==> src/tesl_pkg.sv <==
/*
 * constants, register map and state type of the two-wire event and shortcut logic.
 * assumes a 32-bit Avalon-MM slave with byte addresses, one aligned word per register.
 */
package tesl_pkg;

    localparam int ADDR_W = 12;
    localparam int DATA_W = 32;

    // task triggers
    localparam logic [ADDR_W-1:0] OFS_START_RX = 12'h000;
    localparam logic [ADDR_W-1:0] OFS_START_TX = 12'h008;
    localparam logic [ADDR_W-1:0] OFS_STOP     = 12'h014;
    localparam logic [ADDR_W-1:0] OFS_SUSPEND  = 12'h01c;
    localparam logic [ADDR_W-1:0] OFS_RESUME   = 12'h020;

    // event flags
    localparam logic [ADDR_W-1:0] OFS_STOPPED_FLAG  = 12'h104;
    localparam logic [ADDR_W-1:0] OFS_RX_FLAG       = 12'h108;
    localparam logic [ADDR_W-1:0] OFS_TX_FLAG       = 12'h11c;
    localparam logic [ADDR_W-1:0] OFS_FAULT_FLAG    = 12'h124;
    localparam logic [ADDR_W-1:0] OFS_BOUNDARY_FLAG = 12'h138;
    localparam logic [ADDR_W-1:0] OFS_PAUSED_FLAG   = 12'h148;

    // shortcut register and its fields
    localparam logic [ADDR_W-1:0] OFS_SHORTCUTS    = 12'h200;
    localparam int                SHORT_PAUSE_BIT  = 0;
    localparam int                SHORT_HALT_BIT   = 1;
    localparam int                SHORT_W          = 2;
    localparam logic [SHORT_W-1:0] SHORT_RESET     = 2'h0;

    // data path and status
    localparam logic [ADDR_W-1:0] OFS_TX_DATA = 12'h600;
    localparam logic [ADDR_W-1:0] OFS_RX_DATA = 12'h604;
    localparam logic [ADDR_W-1:0] OFS_STATUS  = 12'h608;
    localparam int                STAT_BUSY_BIT   = 0;
    localparam int                STAT_PAUSED_BIT = 1;
    localparam int                STAT_TXEMPTY_BIT = 2;

    localparam logic       FLAG_RESET    = 1'b0;
    localparam int         BYTE_W        = 8;
    localparam logic [3:0] LAST_BIT      = 4'h7;
    localparam logic [3:0] BYTE_BITS     = 4'h8;
    localparam int         FIFO_DEPTH_DEF = 8;

    typedef enum logic [2:0] {
        ST_IDLE,
        ST_BOUND,
        ST_LOAD,
        ST_SHIFT,
        ST_ACK,
        ST_PAUSE,
        ST_STOP
    } tesl_state_t;

endpackage : tesl_pkg

==> src/tesl_event_logic.sv <==
/*
 * transmit byte FIFO and the event flag, shortcut and byte engine of a two-wire master.
 * assumes ref_clk at 200 MHz, srst synchronous, scl and sda arriving from pins
 * outside the clock domain and an external pull-up on sda.
 */
//
// What this block does
// - set byte-received flag when a whole byte is received and stored
// - set byte-sent flag when a transmit byte has been fully shifted out
// - set fault flag when a transmit byte is not acknowledged
// - raise byte-boundary flag before every byte sent or received
// - raise paused flag only in reads, after acknowledge, when suspend or shortcut bit 0 asked for a pause
// - shortcut bit 0 routes boundary to pause in transmit and to a pause after the next acknowledge in reads, bit 1 routes boundary to stop
// - suspend trigger pauses the transfer, resume trigger continues it
// - stop trigger written with 1 ends the transfer on the bus
// - set stopped flag once the stop condition has completed
`timescale 1ns/1ps

module tesl_fifo #(
    parameter int WIDTH = 8,
    parameter int DEPTH = 8
) (
    input  wire logic             ref_clk,
    input  wire logic             srst,
    input  wire logic [WIDTH-1:0] inData,
    input  wire logic             inValid,
    output logic                  inReady,
    output logic [WIDTH-1:0]      outData,
    output logic                  outValid,
    input  wire logic             outReady
);
    localparam int IW = (DEPTH > 1) ? $clog2(DEPTH) : 1;
    localparam int CW = $clog2(DEPTH + 1);
    localparam logic [CW-1:0] FULL_CNT = CW'(DEPTH);
    localparam logic [IW-1:0] LAST_IDX = IW'(DEPTH - 1);

    logic [WIDTH-1:0] mem_q [DEPTH];
    logic [IW-1:0]    wrIdx_q;
    logic [IW-1:0]    rdIdx_q;
    logic [CW-1:0]    count_q;

    wire push = inValid & inReady;
    wire pop  = outValid & outReady;

    assign inReady  = (count_q != FULL_CNT);
    assign outValid = (count_q != '0);
    assign outData  = mem_q[rdIdx_q];

    always_ff @(posedge ref_clk) begin
        if (push) begin
            mem_q[wrIdx_q] <= inData;
        end
    end

    always_ff @(posedge ref_clk) begin
        if (srst) begin
            wrIdx_q <= '0;
            rdIdx_q <= '0;
            count_q <= '0;
        end else begin
            if (push) begin
                wrIdx_q <= (wrIdx_q == LAST_IDX) ? '0 : wrIdx_q + 1'b1;
            end
            if (pop) begin
                rdIdx_q <= (rdIdx_q == LAST_IDX) ? '0 : rdIdx_q + 1'b1;
            end
            count_q <= count_q + CW'(push) - CW'(pop);
        end
    end
endmodule : tesl_fifo

module tesl_event_logic #(
    parameter int FIFO_DEPTH = tesl_pkg::FIFO_DEPTH_DEF
) (
    input  wire logic                        ref_clk,
    input  wire logic                        srst,
    input  wire logic [tesl_pkg::ADDR_W-1:0] avs_address,
    input  wire logic                        avs_read,
    input  wire logic                        avs_write,
    input  wire logic [tesl_pkg::DATA_W-1:0] avs_writedata,
    output logic      [tesl_pkg::DATA_W-1:0] avs_readdata,
    output logic                             avs_waitrequest,
    input  wire logic                        sclIn,
    input  wire logic                        sdaIn,
    output logic                             sdaOut,
    output logic                             sdaOe
);
    import tesl_pkg::*;

    function automatic logic hit(input logic [ADDR_W-1:0] a, input logic [ADDR_W-1:0] o);
        return a == o;
    endfunction : hit

    // set wins over a software write in the same cycle
    function automatic logic nextFlag(input logic q, input logic set, input logic wr,
                                      input logic wd);
        return set | (wr ? wd : q);
    endfunction : nextFlag

    logic              waitReq_q;
    logic [DATA_W-1:0] readData_q;
    logic              sclS1_q, sclS2_q, sclS3_q;
    logic              sdaS1_q, sdaS2_q;
    tesl_state_t       state_q;
    logic              txMode_q;
    logic [3:0]        bitCnt_q;
    logic [BYTE_W-1:0] shift_q;
    logic [BYTE_W-1:0] rxData_q;
    logic              suspReq_q;
    logic              stopReq_q;
    logic              nack_q;
    logic              stopArm_q;
    logic              sdaOe_q;
    logic [SHORT_W-1:0] short_q;
    logic              stoppedFlag_q, rxFlag_q, txFlag_q;
    logic              faultFlag_q, boundFlag_q, pausedFlag_q;
    logic              fifoInReady;
    logic [BYTE_W-1:0] fifoOutData;
    logic              fifoOutValid;

    // bus decode
    wire busReq    = avs_read | avs_write;
    wire hitTxData = hit(avs_address, OFS_TX_DATA);
    wire accept    = busReq & waitReq_q & ~(avs_write & hitTxData & ~fifoInReady);
    wire wrCommit  = avs_write & ~waitReq_q;
    wire wd0       = avs_writedata[0];

    wire wStartRx = wrCommit & hit(avs_address, OFS_START_RX) & wd0;
    wire wStartTx = wrCommit & hit(avs_address, OFS_START_TX) & wd0;
    wire wStop    = wrCommit & hit(avs_address, OFS_STOP) & wd0;
    wire wSusp    = wrCommit & hit(avs_address, OFS_SUSPEND) & wd0;
    wire wResume  = wrCommit & hit(avs_address, OFS_RESUME) & wd0;
    wire wShort   = wrCommit & hit(avs_address, OFS_SHORTCUTS);
    wire pushTx   = wrCommit & hitTxData;

    wire wrStoppedF = wrCommit & hit(avs_address, OFS_STOPPED_FLAG);
    wire wrRxF      = wrCommit & hit(avs_address, OFS_RX_FLAG);
    wire wrTxF      = wrCommit & hit(avs_address, OFS_TX_FLAG);
    wire wrFaultF   = wrCommit & hit(avs_address, OFS_FAULT_FLAG);
    wire wrBoundF   = wrCommit & hit(avs_address, OFS_BOUNDARY_FLAG);
    wire wrPausedF  = wrCommit & hit(avs_address, OFS_PAUSED_FLAG);

    wire [DATA_W-1:0] statusWord = {{(DATA_W-3){1'b0}}, ~fifoOutValid,
                                    state_q == ST_PAUSE, state_q != ST_IDLE};
    wire a = 1'b0;
    wire [DATA_W-1:0] readMux =
        hit(avs_address, OFS_STOPPED_FLAG)  ? DATA_W'(stoppedFlag_q) :
        hit(avs_address, OFS_RX_FLAG)       ? DATA_W'(rxFlag_q) :
        hit(avs_address, OFS_TX_FLAG)       ? DATA_W'(txFlag_q) :
        hit(avs_address, OFS_FAULT_FLAG)    ? DATA_W'(faultFlag_q) :
        hit(avs_address, OFS_BOUNDARY_FLAG) ? DATA_W'(boundFlag_q) :
        hit(avs_address, OFS_PAUSED_FLAG)   ? DATA_W'(pausedFlag_q) :
        hit(avs_address, OFS_SHORTCUTS)     ? DATA_W'(short_q) :
        hit(avs_address, OFS_RX_DATA)       ? DATA_W'(rxData_q) :
        hit(avs_address, OFS_STATUS)        ? statusWord : '0;

    // link edges from the synchronised clock
    wire sclRise = sclS2_q & ~sclS3_q;
    wire sclFall = ~sclS2_q & sclS3_q;
    wire sclHigh = sclS2_q;

    // engine events
    wire atBound  = (state_q == ST_BOUND) & ~sclHigh;
    wire ackEnd   = (state_q == ST_ACK) & sclFall;
    wire pauseNow = suspReq_q | short_q[SHORT_PAUSE_BIT] | wSusp;
    wire stopNow  = stopReq_q | short_q[SHORT_HALT_BIT] | wStop;
    wire evBound  = atBound;
    wire evTx     = (state_q == ST_SHIFT) & txMode_q & sclFall & (bitCnt_q == LAST_BIT);
    wire evRx     = ackEnd & ~txMode_q;
    wire evFault  = ackEnd & txMode_q & nack_q;
    wire evPause  = evRx & suspReq_q;
    wire evStopped = ((state_q == ST_STOP) & sclHigh & stopArm_q)
                   | ((state_q == ST_IDLE) & wStop);
    wire fifoPop  = (state_q == ST_LOAD) & fifoOutValid & ~wStop;

    tesl_fifo #(
        .WIDTH (BYTE_W),
        .DEPTH (FIFO_DEPTH)
    ) u_txFifo (
        .ref_clk  (ref_clk),
        .srst     (srst),
        .inData   (avs_writedata[BYTE_W-1:0]),
        .inValid  (pushTx),
        .inReady  (fifoInReady),
        .outData  (fifoOutData),
        .outValid (fifoOutValid),
        .outReady (fifoPop)
    );

    // one wait cycle per access, longer for a transmit-data write while the transmit FIFO is full
    always_ff @(posedge ref_clk) begin
        if (srst) begin
            waitReq_q  <= 1'b1;
            readData_q <= '0;
        end else begin
            waitReq_q <= ~accept;
            if (accept & avs_read) begin
                readData_q <= readMux;
            end
        end
    end

    assign avs_waitrequest = waitReq_q;
    assign avs_readdata    = readData_q;
    assign sdaOe           = sdaOe_q;
    assign sdaOut          = a;

    always_ff @(posedge ref_clk) begin
        if (srst) begin
            sclS1_q <= 1'b1;
            sclS2_q <= 1'b1;
            sclS3_q <= 1'b1;
            sdaS1_q <= 1'b1;
            sdaS2_q <= 1'b1;
        end else begin
            sclS1_q <= sclIn;
            sclS2_q <= sclS1_q;
            sclS3_q <= sclS2_q;
            sdaS1_q <= sdaIn;
            sdaS2_q <= sdaS1_q;
        end
    end

    always_ff @(posedge ref_clk) begin
        if (srst) begin
            short_q       <= SHORT_RESET;
            stoppedFlag_q <= FLAG_RESET;
            rxFlag_q      <= FLAG_RESET;
            txFlag_q      <= FLAG_RESET;
            faultFlag_q   <= FLAG_RESET;
            boundFlag_q   <= FLAG_RESET;
            pausedFlag_q  <= FLAG_RESET;
        end else begin
            if (wShort) begin
                short_q <= avs_writedata[SHORT_W-1:0];
            end
            stoppedFlag_q <= nextFlag(stoppedFlag_q, evStopped, wrStoppedF, wd0);
            rxFlag_q      <= nextFlag(rxFlag_q, evRx, wrRxF, wd0);
            txFlag_q      <= nextFlag(txFlag_q, evTx, wrTxF, wd0);
            faultFlag_q   <= nextFlag(faultFlag_q, evFault, wrFaultF, wd0);
            boundFlag_q   <= nextFlag(boundFlag_q, evBound, wrBoundF, wd0);
            pausedFlag_q  <= nextFlag(pausedFlag_q, evPause, wrPausedF, wd0);
        end
    end

    // byte engine: bits change while scl is low, sampled on its rise
    always_ff @(posedge ref_clk) begin
        if (srst) begin
            state_q   <= ST_IDLE;
            txMode_q  <= 1'b0;
            bitCnt_q  <= '0;
            shift_q   <= '0;
            rxData_q  <= '0;
            suspReq_q <= 1'b0;
            stopReq_q <= 1'b0;
            nack_q    <= 1'b0;
            stopArm_q <= 1'b0;
            sdaOe_q   <= 1'b0;
        end else begin
            if (wSusp & (state_q != ST_IDLE)) begin
                suspReq_q <= 1'b1;
            end
            if (wStop & (state_q != ST_IDLE)) begin
                stopReq_q <= 1'b1;
            end
            case (state_q)
                ST_IDLE: begin
                    suspReq_q <= 1'b0;
                    stopReq_q <= 1'b0;
                    if (wStartRx | wStartTx) begin
                        txMode_q <= wStartTx;
                        sdaOe_q  <= 1'b1;
                        state_q  <= ST_BOUND;
                    end
                end
                ST_BOUND: begin
                    if (atBound) begin
                        suspReq_q <= pauseNow;
                        bitCnt_q  <= '0;
                        if (stopNow) begin
                            stopArm_q <= 1'b0;
                            state_q   <= ST_STOP;
                        end else if (txMode_q & pauseNow) begin
                            state_q <= ST_PAUSE;
                        end else if (txMode_q) begin
                            state_q <= ST_LOAD;
                        end else begin
                            sdaOe_q <= 1'b0;
                            state_q <= ST_SHIFT;
                        end
                    end
                end
                ST_LOAD: begin
                    if (wStop) begin
                        stopArm_q <= 1'b0;
                        state_q   <= ST_STOP;
                    end else if (fifoOutValid) begin
                        shift_q <= fifoOutData;
                        sdaOe_q <= ~fifoOutData[BYTE_W-1];
                        state_q <= ST_SHIFT;
                    end
                end
                ST_SHIFT: begin
                    if (txMode_q & sclFall) begin
                        bitCnt_q <= bitCnt_q + 4'h1;
                        shift_q  <= {shift_q[BYTE_W-2:0], 1'b0};
                        sdaOe_q  <= (bitCnt_q == LAST_BIT) ? 1'b0 : ~shift_q[BYTE_W-2];
                        if (bitCnt_q == LAST_BIT) begin
                            state_q <= ST_ACK;
                        end
                    end
                    if (~txMode_q & sclRise) begin
                        shift_q  <= {shift_q[BYTE_W-2:0], sdaS2_q};
                        bitCnt_q <= bitCnt_q + 4'h1;
                    end
                    if (~txMode_q & sclFall & (bitCnt_q == BYTE_BITS)) begin
                        sdaOe_q <= 1'b1;
                        state_q <= ST_ACK;
                    end
                end
                ST_ACK: begin
                    if (sclRise) begin
                        nack_q <= sdaS2_q;
                    end
                    if (sclFall) begin
                        sdaOe_q <= 1'b0;
                        if (~txMode_q) begin
                            rxData_q <= shift_q;
                        end
                        if (txMode_q & nack_q) begin
                            stopArm_q <= 1'b0;
                            state_q   <= ST_STOP;
                        end else if (~txMode_q & suspReq_q) begin
                            state_q <= ST_PAUSE;
                        end else if (stopReq_q | wStop) begin
                            stopArm_q <= 1'b0;
                            state_q   <= ST_STOP;
                        end else begin
                            state_q <= ST_BOUND;
                        end
                    end
                end
                ST_PAUSE: begin
                    if (wStop) begin
                        stopArm_q <= 1'b0;
                        state_q   <= ST_STOP;
                    end else if (wResume) begin
                        suspReq_q <= 1'b0;
                        state_q   <= ST_BOUND;
                    end
                end
                ST_STOP: begin
                    if (~sclHigh) begin
                        sdaOe_q   <= 1'b1;
                        stopArm_q <= 1'b1;
                    end else if (stopArm_q) begin
                        sdaOe_q   <= 1'b0;
                        stopArm_q <= 1'b0;
                        state_q   <= ST_IDLE;
                    end
                end
                default: begin
                    state_q <= ST_IDLE;
                end
            endcase
        end
    end
endmodule : tesl_event_logic

==> config.mk <==
export PLATFORM = sky130hd
export DESIGN_NAME = tesl_event_logic
export DESIGN_NICKNAME = d
export VERILOG_FILES = /design/src/tesl_pkg.sv /design/src/tesl_event_logic.sv
export SDC_FILE = /design/constraint.sdc
export NUM_CORES = 1
export LEC_CHECK = 0
export BUFFER_PORTS_ARGS = -buffer_cell sky130_fd_sc_hd__buf_2
export CORE_ASPECT_RATIO = 1.5
export CORE_MARGIN = 10
export CORE_UTILIZATION = 57
export CTS_CLUSTER_DIAMETER = 150
export DETAILED_ROUTE_END_ITERATION = 10
export GPL_ROUTABILITY_DRIVEN = 0
export GPL_TIMING_DRIVEN = 0
export MAX_ROUTING_LAYER = met4
export PLACE_DENSITY = 0.85
export SYNTH_ARGS = -nofsm -noshare
export SYNTH_HDL_FRONTEND = slang
export SYNTH_SLANG_ARGS = --single-unit
==> constraint.sdc <==
create_clock -name ref_clk -period 3.5 [get_ports ref_clk]
set_input_delay 0.175 -clock ref_clk [delete_from_list [all_inputs] [get_ports ref_clk]]
set_output_delay 0.175 -clock ref_clk [all_outputs]
set_load 0.01 [all_outputs]
== Yosys cells after proc, flatten, opt, wreduce, memory -nomap -nowiden ==
Memory sizes are Yosys's and may differ from the RTL's. A register that Yosys moved wholly into a read port is not among the register bits.
Index checks and enable logic that the tools add are counted.

* Add/subtract/negate cells: 5
* Mux-type cells: 77
* Equal/unequal tests: 45
* Reductions and logical operators: 18
* Bitwise logic cells: 76

{| class="wikitable"
|+ Operators by type and width
! operator !! count
|-
| two-way mux 8 bit || 12
|-
| equality test 12 x 9 -> 1 bit, second input constant || 6
|-
| two-way mux 3 bit || 22
|-
| bitwise AND 1 bit || 51
|-
| equality test 12 x 11 -> 1 bit, second input constant || 3
|-
| two-way mux 1 bit || 34
|-
| equality test 12 x 5 -> 1 bit, second input constant || 2
|-
| case mux 3 bit (7 select lines) || 1
|-
| != test 2 bit, second input constant || 10
|-
| case mux 8 bit (2 select lines) || 1
|-
| equality test 3 bit, second input constant || 5
|-
| OR 1 bit || 14
|-
| equality test 12 x 10 -> 1 bit, second input constant || 1
|-
| equality test 12 x 4 -> 1 bit, second input constant || 1
|-
| equality test 12 x 6 -> 1 bit, second input constant || 1
|-
| zero test 12 bit || 1
|-
| two-way mux 4 bit || 3
|-
| != test 3 x 1 -> 1 bit, second input constant || 4
|-
| != test 3 bit, second input constant || 4
|-
| NOT 1 bit || 11
|-
| AND reduction 11 bit || 1
|-
| AND reduction 9 bit || 1
|-
| case mux 4 bit (2 select lines) || 1
|-
| nonzero test 4 bit || 2
|-
| 22 further kinds || 29
|}

* Register bits: 85
* Memory bits (writable): 64
* Memories kept: 1
* Word-level logic and storage cells: 249

{| class="wikitable"
|+ Memories
! name !! words !! bits a word !! rd ports !! clocked after memory_dff !! write ports !! RTL line !! text
|-
| u_txFifo.mem_q || 8 || 8 || 1 || 1 || 1 || tesl_event_logic.sv:37 || <nowiki>logic [WIDTH-1:0] mem_q [DEPTH];</nowiki>
|}

== Logic depth before layout (Yosys ltp) ==
* Depth in word-level cells: 11
* Depth in mapped cells: 13

== Cells and area by module ==
A second synthesis with hierarchy kept.

* Cells, all modules: 556
* Area, all modules: 6327.3 µm²

{| class="wikitable"
|+ Modules (own cells, without submodules)
! module !! instances !! seq. area each (µm²) !! cells each !! area each (µm²)
|-
| tesl_fifo || 1 || 2182.1 || 169 || 3188.1
|-
| tesl_event_logic || 1 || 1021.0 || 387 || 3139.3
|}

== Worst setup path before layout ==
OpenSTA, ideal clock, no wires.

* Path kind: input-to-reg
* Start: input avs_address[4] (netlist bit)
* End: memory u_txFifo.mem_q[0][0] (enable)
* Cell stages on the path: 5
* Arrival: 2.331 ns
* Setup slack: 0.774 ns
* Cell sequence: nor4_4 nand4_2 or4_1 buf_4 nor4_1

* Longest elaborated chain between the ends: 5

{| class="wikitable"
|+ RTL lines
! item !! RTL line !! text
|-
| start, declared || tesl_event_logic.sv:77 || <nowiki>input wire logic [tesl_pkg::ADDR_W-1:0] avs_address,</nowiki>
|-
| equality test 12 x 11 -> 1 bit || tesl_event_logic.sv:91 || <nowiki>return a == o;</nowiki>
|-
| bitwise AND 1 bit || tesl_event_logic.sv:134 || <nowiki>wire pushTx = wrCommit & hitTxData;</nowiki>
|-
| bitwise AND 1 bit || tesl_event_logic.sv:42 || <nowiki>wire push = inValid & inReady;</nowiki>
|-
| two-way mux 1 bit || tesl_event_logic.sv:50 || <nowiki>if (push) begin</nowiki>
|-
| two-way mux 1 bit (implied by the code) || tesl_event_logic.sv:51 || <nowiki>mem_q[wrIdx_q] <= inData;</nowiki>
|-
| end, declared || tesl_event_logic.sv:37 ||
|}

No other way between the ends.

== Worst setup path after layout ==
* Start: register u_txFifo.count_q[2]
* End: register u_txFifo.count_q[2]

* Longest elaborated chain between the ends: 5
* Elaborated cells on any way between the ends: 8

{| class="wikitable"
|+ RTL lines
! item !! RTL line !! text
|-
| start, declared || tesl_event_logic.sv:40 || <nowiki>logic [CW-1:0] count_q;</nowiki>
|-
| start signal, assigned || tesl_event_logic.sv:67 || <nowiki>count_q <= count_q + CW'(push) - CW'(pop);</nowiki>
|-
| nonzero test 4 bit (*) || tesl_event_logic.sv:46 || <nowiki>assign outValid = (count_q != '0);</nowiki>
|-
| bitwise AND 1 bit (2 in series) || tesl_event_logic.sv:174 || <nowiki>wire fifoPop = (state_q == ST_LOAD) & fifoOutValid & ~wStop;</nowiki>
|-
| bitwise AND 1 bit (*) || tesl_event_logic.sv:43 || <nowiki>wire pop = outValid & outReady;</nowiki>
|-
| net u_txFifo.pop || tesl_event_logic.sv:43 ||
|-
| subtractor 4 x 1 -> 4 bit (*) || tesl_event_logic.sv:67 ||
|}

The timed path passes the listed nets; every way through them passes the cells marked *.
A chain may end at the register's enable or synchronous reset.

==> flow_metrics.py <==
metrics = {
    "place": {
        "placed_cell_area_sq_um": 6565,
        "dp.final_hpwl_um": 10850,
        "dp_slack_ps": -2.260,
        "port-buffer-count": 35,
    },
    "route": {
        "routed.top_layer": "met4",
        "dr.pass1.iters": 6,
        "vias": 4763,
        "ant_nets": 0,
        "vias_per_cell": 6.091,
        "drtIter0Drc": 407,
        "drt-met1-wl_um": 5403,
        "drc_errors": 0,
        "avgRoutedWirePerCell_um": 19.92,
        "met3_length_um": 1009,
        "wl_met2_um": 8228,
        "wl_um": 15570,
    },
    "final_layout": {
        "final_nets": 688,
        "final_util_pct": 68.04,
        "final_area_sq_um": 7167,
        "drive_above_1_share_pct": 21.63,
        "diodes": 0,
        "syn2layout_area_growth_pct": 17.52,
        "n_fill_cell": 753,
        "multi_input_area_sq_um": 2640,
        "seqCellArea_sq_um": 3203,
    },
    "worst_hold_path": {
        "hp-start": "avs_writedata[2]",
        "min_path_type": "in -> reg",
    },
    "worst_setup_path": {
        "worstSetupEndpointType": "flip-flop",
        "rr_startpoint": "u_txFifo.count_q[2]",
        "r2r_slack_ps": 460,
        "worstSetupStartpointType": "flip-flop",
        "rr_worst_depth": 12,
        "arrival_ps": 3320,
        "crit_type": "reg -> reg",
        "cp-startpoint": "u_txFifo.count_q[2]",
        "r2r-end": "u_txFifo.count_q[2]",
        "crit_path_end": "u_txFifo.count_q[2]",
        "required_ps": 3780,
        "critPathMaxFanout": 6,
    },
    "yosys": {
        "yosysSeqAreaShare_pct": 52.52,
        "yosysUniqueCellTypes": 70,
        "avgSynthCellArea_sq_um": 11.29,
        "synth_edf_count": 64,
        "async_reset_ff_share_pct": 0,
        "synthFlopType": "edfxtp_1",
        "netlist_instances": 540,
        "synth_seq_cells": 128,
        "synth_area_sq_um": 6098,
        "synth_warnings": 0,
    },
    "timing": {
        "max_freq_mhz": 329.5,
        "setup_viol": 0,
        "slew_headroom_pct": 23.86,
        "final_hold_viol_count": 0,
        "rsz0062_at_grt": "no",
        "fin_crit_sh_pct": 86.72,
        "tightest_slew_ps": 1126,
        "drv_slew": 0,
        "fin_crit_ps": 3035,
        "setup_ws_ps": 464.7,
        "clock-skew-final_ps": 12.25,
    },
    "die": {
        "die_y_um": 146.7,
        "start_util_pct": 57.90,
        "dieArea_sq_um": 15320,
        "die-width_um": 104.5,
        "io_pins": 85,
        "coreArea_sq_um": 10530,
        "rows": 46,
    },
    "cts": {
        "clock-sinks": 128,
        "numCtsBuffers": 17,
        "cts-root-buf": "clkbuf_16",
        "postCtsSetupBuffers": 0,
        "insertion_delay_ps": 420,
        "cts_resized": 0,
        "clk_pin_slew_ps": 60,
        "tritoncts": "built",
        "h-tree-depth": 4,
        "clock_path_buffers": 2,
    },
    "global_routing": {
        "grt_antenna_before_repair": 0,
        "grt_max_degree": 17,
        "grt.total_usage_pct": 21.09,
        "grt_pass1_vias": 4829,
        "grt_first_pass_wirelength_um": 25030,
        "overflow": 0,
    },
    "pwr": {
        "p_leak_nw": 2.660,
        "p_total_mw": 3.843,
        "p_per_area_nw_per_um2": 536.3,
        "ir_worst_vdd_uv": 473.6,
    },
    "job": {
        "drv_cap": 0,
    },
    "status": {
        "status": "finished, final reports clean",
    },
}
==> power by group <==
part | total (mW) | switching (mW) | internal (mW) | leakage, nW
clock network | 1.66 | 0.684 | 0.981 | 0.257
logic | 0.546 | 0.345 | 0.201 | 1.31
registers | 1.63 | 0.0252 | 1.61 | 1.09
==> repair_timing <==
action / 4_1_cts / 5_1_grt
hold buffers: 3 / 0
hold endpoints to repair: 3 / 0
endpoints found under the setup margin: 0 / 0
==> layout make-up <==
cell class / instances / share of cell area [%]
clock inverter: 15 / 1.868
multi-input combinational: 370 / 36.84
timing repair buffer: 42 / 3.247
buffer: 51 / 4.085
clock buffer: 17 / 5.936
tap: 144 / 2.514
inverter: 15 / 0.8205
sequential: 128 / 44.69
==> cells by family (layout without fill, tap and decap cells) <==
group,Yosys count,in the layout,synth area share [%]
and+or+nand+nor,183,183,17.11
DFF,128,128,52.52
AOI/OAI and AO/OA,102,102,10.85
buffers and inverters,66,140,5.765
muxes,42,42,10.18
adders and majority gates,13,13,2.790
xor gates and xnor gates,5,5,0.7182
other,1,25,0.06149
==> worst min path at each step <==
stage	cells past startpoint	to	slack, ps
finish	1	u_txFifo.mem_q[3][2]	30
global route	1	u_txFifo.mem_q[7][5]	30
CTS	1	u_txFifo.mem_q[3][2]	20
detailed placement	2	sdaS1_q	360
global placement	2	sclS1_q	360
floorplan	0	u_txFifo.mem_q[0][0]	270
==> layout by cell type (no fill, tap or decap), types with 14 or more instances in the layout <==
cell       instances
dfxtp_1           64
edfxtp_1          64
nor2_1            56
a21oi_1           41
buf_2             39
nand2_1           32
buf_4             28
mux2i_1           26
conb_1            25
clkbuf_1          19
clkbuf_16         17
mux4_2            16
nand4_1           14
inv_1             14
==> worst max-delay path: stages, from the launching register on <==
cell,delay [ps]
dfxtp_1,300
inv_1,100
ha_1,150
nor3b_1,670
nor2_1,170
nand2_1,220
inv_1,110
ha_1,290
inv_1,40
ha_1,220
fa_1,410
xnor2_1,170
nor2_1,60
==> per-stage QoR <==
step	hold WS (ps)	cells	TNS (ps)
after floorplan	273.9	564	0
after global placement	362.8	743	-2491
after detailed placement	362.7	745	-11.26
after CTS	24.23	780	0
after global routing	34.92	782	0
final	29.40	782	0
==> state kept, by name (all words and copies together), names as in the netlist, 2 cells and up, named ones only <==
signal,flops
rxData_q,8
shift_q,8
u_txFifo.mem_q,64
state_q,3
u_txFifo.count_q,4
short_q,2
avs_readdata,8
u_txFifo.wrIdx_q,3
bitCnt_q,4
u_txFifo.rdIdx_q,3
==> cells in the mapped netlist, drive strengths merged (2+ instances only) <==
library cell / number / area [sq um]
a211oi: 11 / 82.58
a21boi: 2 / 15.01
a21oi: 42 / 214.0
a22o: 6 / 52.55
a22oi: 4 / 30.03
a2bb2oi: 2 / 23.77
a31oi: 2 / 12.51
a41oi: 2 / 17.52
and2: 3 / 18.77
and3: 4 / 25.02
and4: 3 / 26.28
buf: 32 / 221.5
clkbuf: 19 / 71.32
dfxtp: 64 / 1281
edfxtp: 64 / 1922
ha: 12 / 150.1
inv: 15 / 58.81
mux2i: 26 / 260.3
mux4: 16 / 360.4
nand2: 33 / 131.4
nand2b: 7 / 43.79
nand3: 9 / 50.05
nand3b: 3 / 22.52
nand4: 15 / 100.1
nor2: 58 / 222.7
nor2b: 7 / 43.79
nor3: 12 / 70.07
nor3b: 5 / 42.54
nor4: 5 / 46.29
nor4b: 7 / 103.9
nor4bb: 2 / 20.02
o21a: 2 / 15.01
o21ai: 12 / 60.06
o22ai: 3 / 18.77
o31ai: 3 / 22.52
or2: 4 / 25.02
or4: 2 / 15.01
xnor2: 3 / 26.28
xor2: 2 / 17.52
==> per-layer routing <==
metal	GRT usage (%)	vias to the layer above
met5	-	-
met4	13.97	0
met3	5.154	77
met2	36.54	270
met1	20.41	2276
li1	-	2140
Note: power is estimated with default switching activity, not from simulation.
